**src/pkg/rtcc_i2c_pkg.sv**
```systemverilog
// constants, types and decode helpers for the two-wire slave interface
package rtcc_i2c_pkg;

   // ----------------------------------------
   // control byte layout
   // ----------------------------------------
   localparam logic [3:0] CODE_EEPROM = 4'hA;
   localparam logic [3:0] CODE_RTCC = 4'hD;
   localparam logic [2:0] CHIP_SEL = 3'h7;
   localparam int CODE_MSB = 7;
   localparam int CODE_LSB = 4;
   localparam int CS_MSB = 3;
   localparam int CS_LSB = 1;
   localparam int RW_BIT = 0;

   // ----------------------------------------
   // implemented address ranges
   // ----------------------------------------
   localparam logic [7:0] RTCC_ADDR_LO = 8'h00;
   localparam logic [7:0] RTCC_ADDR_HI = 8'h5F;
   localparam logic [7:0] EE_ADDR_LO = 8'hF0;
   localparam logic [7:0] EE_ADDR_HI = 8'hF7;

   // ----------------------------------------
   // framing and buffering
   // ----------------------------------------
   localparam logic [3:0] BITS_PER_BYTE = 4'h8;
   localparam logic [3:0] BIT_ZERO = 4'h0;
   localparam logic [3:0] BIT_ONE = 4'h1;
   localparam logic [7:0] IDLE_BYTE = 8'hFF;
   localparam logic [7:0] ZERO_BYTE = 8'h00;
   localparam int BUF_WIDTH = 8;
   localparam int BUF_DEPTH = 2;

   typedef enum logic [2:0] {
      ST_IDLE, ST_ADDR, ST_ADDR_ACK, ST_WR_BYTE, ST_WR_ACK, ST_RD_BYTE, ST_RD_ACK, ST_IGNORE
   } link_st_e;

   // control byte decode: bit 1 = register/sram space, bit 0 = eeprom space
   function automatic logic [1:0] ctrl_match(input logic [7:0] b);
      logic cs_ok;
      cs_ok = (b[CS_MSB:CS_LSB] == CHIP_SEL);
      ctrl_match = {cs_ok && (b[CODE_MSB:CODE_LSB] == CODE_RTCC),
                    cs_ok && (b[CODE_MSB:CODE_LSB] == CODE_EEPROM)};
   endfunction : ctrl_match

   // register address inside the implemented part of the selected space
   function automatic logic addr_ok(input logic eeprom, input logic [7:0] a);
      addr_ok = eeprom ? (a >= EE_ADDR_LO && a <= EE_ADDR_HI)
                       : (a >= RTCC_ADDR_LO && a <= RTCC_ADDR_HI);
   endfunction : addr_ok

endpackage : rtcc_i2c_pkg

```
**src/hdl/byte_fifo2.sv**
```systemverilog
// two-entry buffer with valid/ready on both sides
`timescale 1ns/1ps
`default_nettype none
module byte_fifo2 import rtcc_i2c_pkg::*; #(
   parameter int W = BUF_WIDTH,
   parameter int D = BUF_DEPTH
) (
   // clock and reset
   input wire logic clk,
   input wire logic sys_rst,
   // fill side
   input wire logic in_valid,
   output logic in_ready,
   input wire logic [W-1:0] in_data,
   // drain side
   output logic out_valid,
   input wire logic out_ready,
   output logic [W-1:0] out_data
);
   localparam int AW = (D > 1) ? $clog2(D) : 1;
   // sized one bit wider than the pointers so that a full count of D is not lost
   localparam logic [AW:0] FULL_CNT = (AW+1)'(D);
   localparam logic [AW-1:0] LAST_PTR = AW'(D - 1);

   typedef struct packed {
      logic [D-1:0][W-1:0] mem;
      logic [AW-1:0] wp;
      logic [AW-1:0] rp;
      logic [AW:0] cnt;
   } fifo_s;

   fifo_s q, d;
   logic push, pop;

   assign in_ready = (q.cnt != FULL_CNT);
   assign out_valid = (q.cnt != '0);
   assign out_data = q.mem[q.rp];
   assign push = in_valid && in_ready;
   assign pop = out_valid && out_ready;

   always_comb begin
      d = q;
      if (push) begin
         d.mem[q.wp] = in_data;
         d.wp = (q.wp == LAST_PTR) ? '0 : q.wp + AW'(1);
      end
      if (pop) begin
         d.rp = (q.rp == LAST_PTR) ? '0 : q.rp + AW'(1);
      end
      d.cnt = q.cnt + (AW+1)'(push) - (AW+1)'(pop);
   end

   always_ff @(posedge clk) begin
      if (sys_rst) begin
         q <= '0;
      end else begin
         q <= d;
      end
   end
endmodule : byte_fifo2
`default_nettype wire

```
**src/hdl/rtcc_i2c_slave.sv**
```systemverilog
// two-wire serial slave front end of the real-time clock
`timescale 1ns/1ps
`default_nettype none
module rtcc_i2c_slave import rtcc_i2c_pkg::*; (
   // clock and reset
   input wire logic clk,
   input wire logic sys_rst,
   // serial pins
   input wire logic scl_in,
   input wire logic sda_in,
   output logic sda_out,
   output logic sda_oe,
   // power and nonvolatile status
   input wire logic on_backup_supply,
   input wire logic eeprom_programming,
   // received bytes
   output logic rx_valid,
   input wire logic rx_ready,
   output logic [7:0] rx_data,
   output logic [7:0] rx_reg_addr,
   output logic rx_eeprom_space,
   // bytes to send
   input wire logic tx_valid,
   output logic tx_ready,
   input wire logic [7:0] tx_data,
   // multifunction output
   input wire logic mfp_square_wave_en,
   input wire logic mfp_square_wave,
   input wire logic mfp_alarm_en,
   input wire logic mfp_alarm_level,
   input wire logic mfp_out_level,
   output logic multifunction_output_pin_out,
   output logic multifunction_output_pin_oe,
   // timebase
   input wire logic ext_osc_en,
   input wire logic crystal_or_clock_input_pin,
   input wire logic crystal_osc_tick,
   output logic timebase_tick
);
   // ----------------------------------------
   // state
   // ----------------------------------------
   typedef struct packed {
      logic scl_s1;
      logic scl_s2;
      logic scl_p;
      logic sda_s1;
      logic sda_s2;
      logic sda_p;
      logic bak_s1;
      logic bak_s2;
      logic x1_s1;
      logic x1_s2;
      logic x1_p;
      link_st_e st;
      logic [3:0] bitcnt;
      logic [7:0] shreg;
      logic [7:0] txsh;
      logic is_eeprom;
      logic is_read;
      logic addr_phase;
      logic acked;
      logic master_nack;
      logic drive;
      logic push;
      logic [7:0] reg_addr;
      logic mfp_oe;
      logic tick;
   } slave_s;

   slave_s q, d;
   logic rise, fall, start_c, stop_c;
   logic buf_in_ready;
   logic load_tx;
   logic [1:0] match_c;

   // ----------------------------------------
   // bus conditions
   // ----------------------------------------
   assign rise = q.scl_s2 && !q.scl_p;
   assign fall = !q.scl_s2 && q.scl_p;
   assign start_c = q.scl_s2 && q.scl_p && q.sda_p && !q.sda_s2;
   assign stop_c = q.scl_s2 && q.scl_p && !q.sda_p && q.sda_s2;
   assign match_c = ctrl_match(q.shreg);

   // ----------------------------------------
   // next state
   // ----------------------------------------
   always_comb begin
      d = q;
      load_tx = 1'b0;
      d.scl_s1 = scl_in;
      d.scl_s2 = q.scl_s1;
      d.scl_p = q.scl_s2;
      d.sda_s1 = sda_in;
      d.sda_s2 = q.sda_s1;
      d.sda_p = q.sda_s2;
      d.bak_s1 = on_backup_supply;
      d.bak_s2 = q.bak_s1;
      d.x1_s1 = crystal_or_clock_input_pin;
      d.x1_s2 = q.x1_s1;
      d.x1_p = q.x1_s2;
      d.push = 1'b0;

      if (q.bak_s2) begin
         d.st = ST_IDLE;
         d.drive = 1'b0;
      end else if (start_c) begin
         d.st = ST_ADDR;
         d.bitcnt = BIT_ZERO;
         d.drive = 1'b0;
      end else if (stop_c) begin
         d.st = ST_IDLE;
         d.drive = 1'b0;
      end else begin
         case (q.st)
            ST_ADDR, ST_WR_BYTE: begin
               if (rise) begin
                  d.shreg = {q.shreg[6:0], q.sda_s2};
                  d.bitcnt = q.bitcnt + BIT_ONE;
               end else if (fall && q.bitcnt == BITS_PER_BYTE) begin
                  if (q.st == ST_ADDR) begin
                     d.is_eeprom = match_c[0];
                     d.is_read = q.shreg[RW_BIT];
                     d.addr_phase = !q.shreg[RW_BIT];
                     if (match_c[1] || (match_c[0] && !eeprom_programming)) begin
                        d.drive = 1'b1;
                        d.st = ST_ADDR_ACK;
                     end else begin
                        d.drive = 1'b0;
                        d.st = ST_IGNORE;
                     end
                  end else begin
                     if (q.addr_phase) begin
                        d.acked = addr_ok(q.is_eeprom, q.shreg);
                        d.reg_addr = q.shreg;
                        d.addr_phase = 1'b0;
                     end else begin
                        d.acked = buf_in_ready;
                        d.push = buf_in_ready;
                     end
                     d.drive = d.acked;
                     d.st = ST_WR_ACK;
                  end
               end
            end
            ST_ADDR_ACK: begin
               if (fall) begin
                  d.bitcnt = BIT_ZERO;
                  if (q.is_read) begin
                     load_tx = 1'b1;
                     d.txsh = tx_valid ? tx_data : IDLE_BYTE;
                     d.drive = !d.txsh[7];
                     d.st = ST_RD_BYTE;
                  end else begin
                     d.drive = 1'b0;
                     d.st = ST_WR_BYTE;
                  end
               end
            end
            ST_WR_ACK: begin
               if (fall) begin
                  d.drive = 1'b0;
                  d.bitcnt = BIT_ZERO;
                  d.st = q.acked ? ST_WR_BYTE : ST_IGNORE;
               end
            end
            ST_RD_BYTE: begin
               if (rise) begin
                  d.bitcnt = q.bitcnt + BIT_ONE;
               end else if (fall) begin
                  if (q.bitcnt == BITS_PER_BYTE) begin
                     d.drive = 1'b0;
                     d.st = ST_RD_ACK;
                  end else begin
                     d.txsh = {q.txsh[6:0], 1'b1};
                     d.drive = !d.txsh[7];
                  end
               end
            end
            ST_RD_ACK: begin
               if (rise) begin
                  d.master_nack = q.sda_s2;
               end else if (fall) begin
                  d.bitcnt = BIT_ZERO;
                  if (q.master_nack) begin
                     d.drive = 1'b0;
                     d.st = ST_IGNORE;
                  end else begin
                     load_tx = 1'b1;
                     d.txsh = tx_valid ? tx_data : IDLE_BYTE;
                     d.drive = !d.txsh[7];
                     d.st = ST_RD_BYTE;
                  end
               end
            end
            ST_IGNORE: begin
               d.drive = 1'b0;
            end
            default: begin
               d.drive = 1'b0;
            end
         endcase
      end

      // multifunction pin: open drain, pulls low for a low level
      if (mfp_square_wave_en) begin
         d.mfp_oe = !mfp_square_wave;
      end else if (mfp_alarm_en) begin
         d.mfp_oe = !mfp_alarm_level;
      end else begin
         d.mfp_oe = !mfp_out_level;
      end

      // timebase: rising edge of clock input or crystal oscillator tick
      d.tick = ext_osc_en ? (q.x1_s2 && !q.x1_p) : crystal_osc_tick;
   end

   always_ff @(posedge clk) begin
      if (sys_rst) begin
         q <= '0;
         q.scl_s1 <= 1'b1;
         q.scl_s2 <= 1'b1;
         q.scl_p <= 1'b1;
         q.sda_s1 <= 1'b1;
         q.sda_s2 <= 1'b1;
         q.sda_p <= 1'b1;
         q.st <= ST_IDLE;
         q.txsh <= IDLE_BYTE;
      end else begin
         q <= d;
      end
   end

   // ----------------------------------------
   // receive buffer
   // ----------------------------------------
   byte_fifo2 #(
      .W(BUF_WIDTH),
      .D(BUF_DEPTH)
   ) u_rx_buf (
      .clk(clk),
      .sys_rst(sys_rst),
      .in_valid(q.push),
      .in_ready(buf_in_ready),
      .in_data(q.shreg),
      .out_valid(rx_valid),
      .out_ready(rx_ready),
      .out_data(rx_data)
   );

   // ----------------------------------------
   // outputs
   // ----------------------------------------
   assign sda_out = 1'b0;
   assign sda_oe = q.drive;
   assign tx_ready = load_tx;
   assign rx_reg_addr = q.reg_addr;
   assign rx_eeprom_space = q.is_eeprom;
   assign multifunction_output_pin_out = 1'b0;
   assign multifunction_output_pin_oe = q.mfp_oe;
   assign timebase_tick = q.tick;
endmodule : rtcc_i2c_slave
`default_nettype wire

```
**config.mk**
```make
export PLATFORM = sky130hd
export DESIGN_NAME = rtcc_i2c_slave
export DESIGN_NICKNAME = d
export VERILOG_FILES = /design/src/pkg/rtcc_i2c_pkg.sv /design/src/hdl/byte_fifo2.sv /design/src/hdl/rtcc_i2c_slave.sv
export SDC_FILE = /design/constraint.sdc
export NUM_CORES = 1
export LEC_CHECK = 0
export BUFFER_PORTS_ARGS = -buffer_cell sky130_fd_sc_hd__buf_2
export CORE_MARGIN = 5
export CORE_UTILIZATION = 40
export DETAILED_ROUTE_END_ITERATION = 10
export HOLD_SLACK_MARGIN = 0.06
export SLEW_MARGIN = 20
export SYNTH_ARGS = -nofsm -noshare
export SYNTH_HDL_FRONTEND = slang
export SYNTH_SLANG_ARGS = --single-unit
```
**constraint.sdc**
```tcl
create_clock -name clk -period 4.5 [get_ports clk]
set_input_delay 0.225 -clock clk [delete_from_list [all_inputs] [get_ports clk]]
set_output_delay 0.225 -clock clk [all_outputs]
set_load 0.02 [all_outputs]
```
==> impl_metrics.yaml <==
outcome:
  run_status: "finished clean"
finish:
  layout_area_growth_over_synthesis_pct: 12.6
  final_layout_size_suffix_gt1_share_pct: 23.0
  ff_latch_area_um2: 1400
  antennaDiodeCount: 0
  multi_input_comb_area_um2: 1670
  layout.filler_cells: 826
  final_area_um2: 3700
  num-nets-final: 414
clock_tree:
  cts-root-to-sink-buffers: 2
  clock_insertion_delay_at_the_later_pin_of_the_skew_report_ps: 350
  numClockSinks: 70
  cts.repair_timing.setup_buffer_count: 0
  cts_tree: "done"
  cts_max_level: 3
  cts_root_buf: "sky130_fd_sc_hd__clkbuf_8"
  numCtsBuffers: 9
  cts_resized: 0
  clock_transition_at_path_regs_ps: 70
logic_synthesis:
  synth.area.top_cells: "sky130_fd_sc_hd__dfxtp_1 (43%), sky130_fd_sc_hd__mux2i_1 (8.8%), sky130_fd_sc_hd__nor2_1 (5.3%), sky130_fd_sc_hd__mux2_2 (3.4%), sky130_fd_sc_hd__nand3b_1 (3.2%)"
  synth-main-ff-cell: "sky130_fd_sc_hd__dfxtp_1"
  syn_area_per_cell_um2: 9.15
  syn-cell-area_um2: 3280
  synth.yosys.seq_area_share_pct: 42.7
  post_synthesis_cell_type_with_the_largest_combined_area: "sky130_fd_sc_hd__dfxtp_1"
  synth-seq-cells: 70
  count_of_distinct_cell_types_in_the_synthesized_netlist: 58
  async_flop_share_pct: 0
  post_synth_inst_count: 359
  synth_warnings: 0
  synth-edff-count: 0
  synthDominantCellAreaShare_pct: 42.7
routing:
  routed-wl-met2_um: 3030
  drt-pass1-iter-count: 4
  total_length_of_routed_wires_um: 6340
  drc: 0
  route.vias.total: 2481
  wl_per_cell_um: 12.8
  met3_length_um: 316
  antenna_violating_nets_post_route: 0
  top_signal_layer_used: "met4"
  drt_iter0_drc: 65
  vias_per_cell: 5.00
  route.layer.met1.wl_um: 2910
worst_setup_path:
  critical_path_peak_fanout: 20
  endpoint_kind: "output port"
  setup.worst_path.start_class: "register"
  critical-path-max-stage-delay_ps: 700
  cp_top_family: "flip-flops"
  critPathKind: "register to output port"
  critPathBufInv: 1
  critPathSlowestCell: "sky130_fd_sc_hd__dfxtp_1"
  path_cells: "and2b_1, o21ai_1, nor3_1, buf_2"
  arrival_ps: 1880
  worst_ep_required_time_ps: 4280
timing:
  worst_slew_margin_rel_pct: 54.2
  fmax_mhz: 476
  final_cycle_share_pct: 46.7
  timing.setup.tns_ps: 0
  finalHoldViolCount: 0
  post-route-min-period_ps: 2100
  clock-skew-final_ps: 13.6
  worst_slew_pin_slew_ps: 687
  report.final.slew_viol_count: 0
  setup_viol_count_final: 0
  rsz0062_at_grt: "no"
job:
  drv_cap: 0
floorplanning:
  dieHeight_um: 101
  die_w_um: 101
  fp.dieArea_um2: 10100
  initial_core_util_pct: 40.6
  floorplan.io_pins: 48
  std_cell_rows: 33
  floorplan_core_area_um2: 8090
pwr:
  power-per-cell-area_nw_per_um2: 338
  p_leak_nw: 1.57
  peak_supply_drop_v: 0.000128
global_route:
  wire_length_of_the_first_global_routing_pass_um: 11100
  first_global_vias: 2405
  maximum_number_of_pins_on_one_net_before_global_route_repair: 73
  gr-total-overflow: 0
  global_route.usage.total_pct: 13.6
  initial_antenna_violation_count: 0
placed_design:
  portBuffers: 45
  gp_congestion: 0.783
  detailed_place_hpwl_um: 4330
  dpl-instance-area_um2: 3470
min_path:
  worst_hold_path_type: "primary input to register"
[synth_stat cells (3+ instances only)]
master / number
sky130_fd_sc_hd__nand2_1: 22
sky130_fd_sc_hd__o32ai_1: 3
sky130_fd_sc_hd__buf_2: 8
sky130_fd_sc_hd__inv_1: 9
sky130_fd_sc_hd__nor2b_1: 11
sky130_fd_sc_hd__nand2b_1: 7
sky130_fd_sc_hd__or2_2: 8
sky130_fd_sc_hd__ha_1: 4
sky130_fd_sc_hd__nand3_1: 5
sky130_fd_sc_hd__nand3b_1: 14
sky130_fd_sc_hd__clkbuf_1: 13
sky130_fd_sc_hd__nand4b_1: 3
sky130_fd_sc_hd__mux2i_1: 29
sky130_fd_sc_hd__buf_4: 11
sky130_fd_sc_hd__dfxtp_1: 70
sky130_fd_sc_hd__nor3_1: 3
sky130_fd_sc_hd__o21ai_0: 11
sky130_fd_sc_hd__or3_1: 3
sky130_fd_sc_hd__a21oi_1: 16
sky130_fd_sc_hd__a211o_1: 8
sky130_fd_sc_hd__nor2_1: 46
sky130_fd_sc_hd__mux2_2: 10
[kinds of logic after synthesis]
family,count (synthesis),share of synthesized area (%)
AOI/OAI and AO/OA,59,12.6
xor gates and xnor gates,4,1.07
adders and majority gates,4,1.52
buffers and inverters,43,6.71
DFF,70,42.7
muxes,39,12.3
other,1,0.114
and+or+nand+nor,139,23.1
[final cells by class]
cell class | count | share of cell area [%]
clock buffer | 9 | 3.35
clock inverter | 7 | 2.17
inverter | 9 | 0.914
multi-input combinational | 247 | 45.1
sequential | 70 | 37.9
tap | 105 | 3.55
timing repair buffer | 49 | 7.04
[per-stage QoR]
stage,cells,hold slack (ps),total power [mW],util (%),worst slack [ps]
2_1_floorplan,360,329,0.719,-,2670
3_3_place_gp,478,393,0.739,42.9,2530
3_5_place_dp,478,397,0.740,42.9,2470
4_1_cts,496,77.6,1.27,45.7,2370
5_1_grt,496,66.5,1.31,45.7,2240
6_report,496,87.8,1.25,45.7,2400
[worst reg2reg max path: stages (launching register included)]
cell and delay (ps):
sky130_fd_sc_hd__dfxtp_1 400, sky130_fd_sc_hd__inv_1 60, sky130_fd_sc_hd__ha_1 200, sky130_fd_sc_hd__nand3b_1 260, sky130_fd_sc_hd__nand3_1 170, sky130_fd_sc_hd__a211o_1 500, sky130_fd_sc_hd__a211o_1 340
[flip-flops by register name, indices dropped and copies added, names as in the netlist]
signal                       cells
q                               31
timebase_tick                    1
rx_reg_addr                      8
d                                7
multifunction_output_pin_oe      1
sda_oe                           1
u_rx_buf.q                      20
rx_eeprom_space                  1
[routing by layer]
layer	global-route usage, %	up-vias
li1	-	1278
met1	16.4	1150
met2	22.6	45
met3	4.29	8
met4	4.87	0
met5	0	-
[repair_timing]
item | CTS | global route
hold buffers | 2 | 0
endpoints found under the hold margin | 2 | 0
setup endpoints to repair | 0 | 0
[cell usage in the layout (no fill, tap or decap), drive strengths merged, types with 9 or more instances in the layout]
cell,count
o21ai,12
a21oi,17
clkbuf,9
dfxtp,70
buf,47
inv,12
mux2i,29
mux2,10
nor2b,11
nand3b,14
nor2,46
nand2,23
[where the power goes]
| group | switching [mW] | internal, mW | total [mW] |
|---|---|---|---|
| logic | 0.0413 | 0.0408 | 0.0821 |
| registers | 0.0142 | 0.630 | 0.644 |
| clock network | 0.259 | 0.262 | 0.522 |
| total | 0.315 | 0.933 | 1.25 |
[path summary, 6_finish.rpt]
kind	start	to	slack (ps)	cells past startpoint
worst max-delay path	q[38]	tx_ready	2400	4
worst min-delay path	on_backup_supply	d[43]	90	2
worst max register to register	q[33]	q[18]	2460	6
worst min register to register	d[49]	d[48]	410	1
Note: power is estimated with default switching activity, not from simulation.
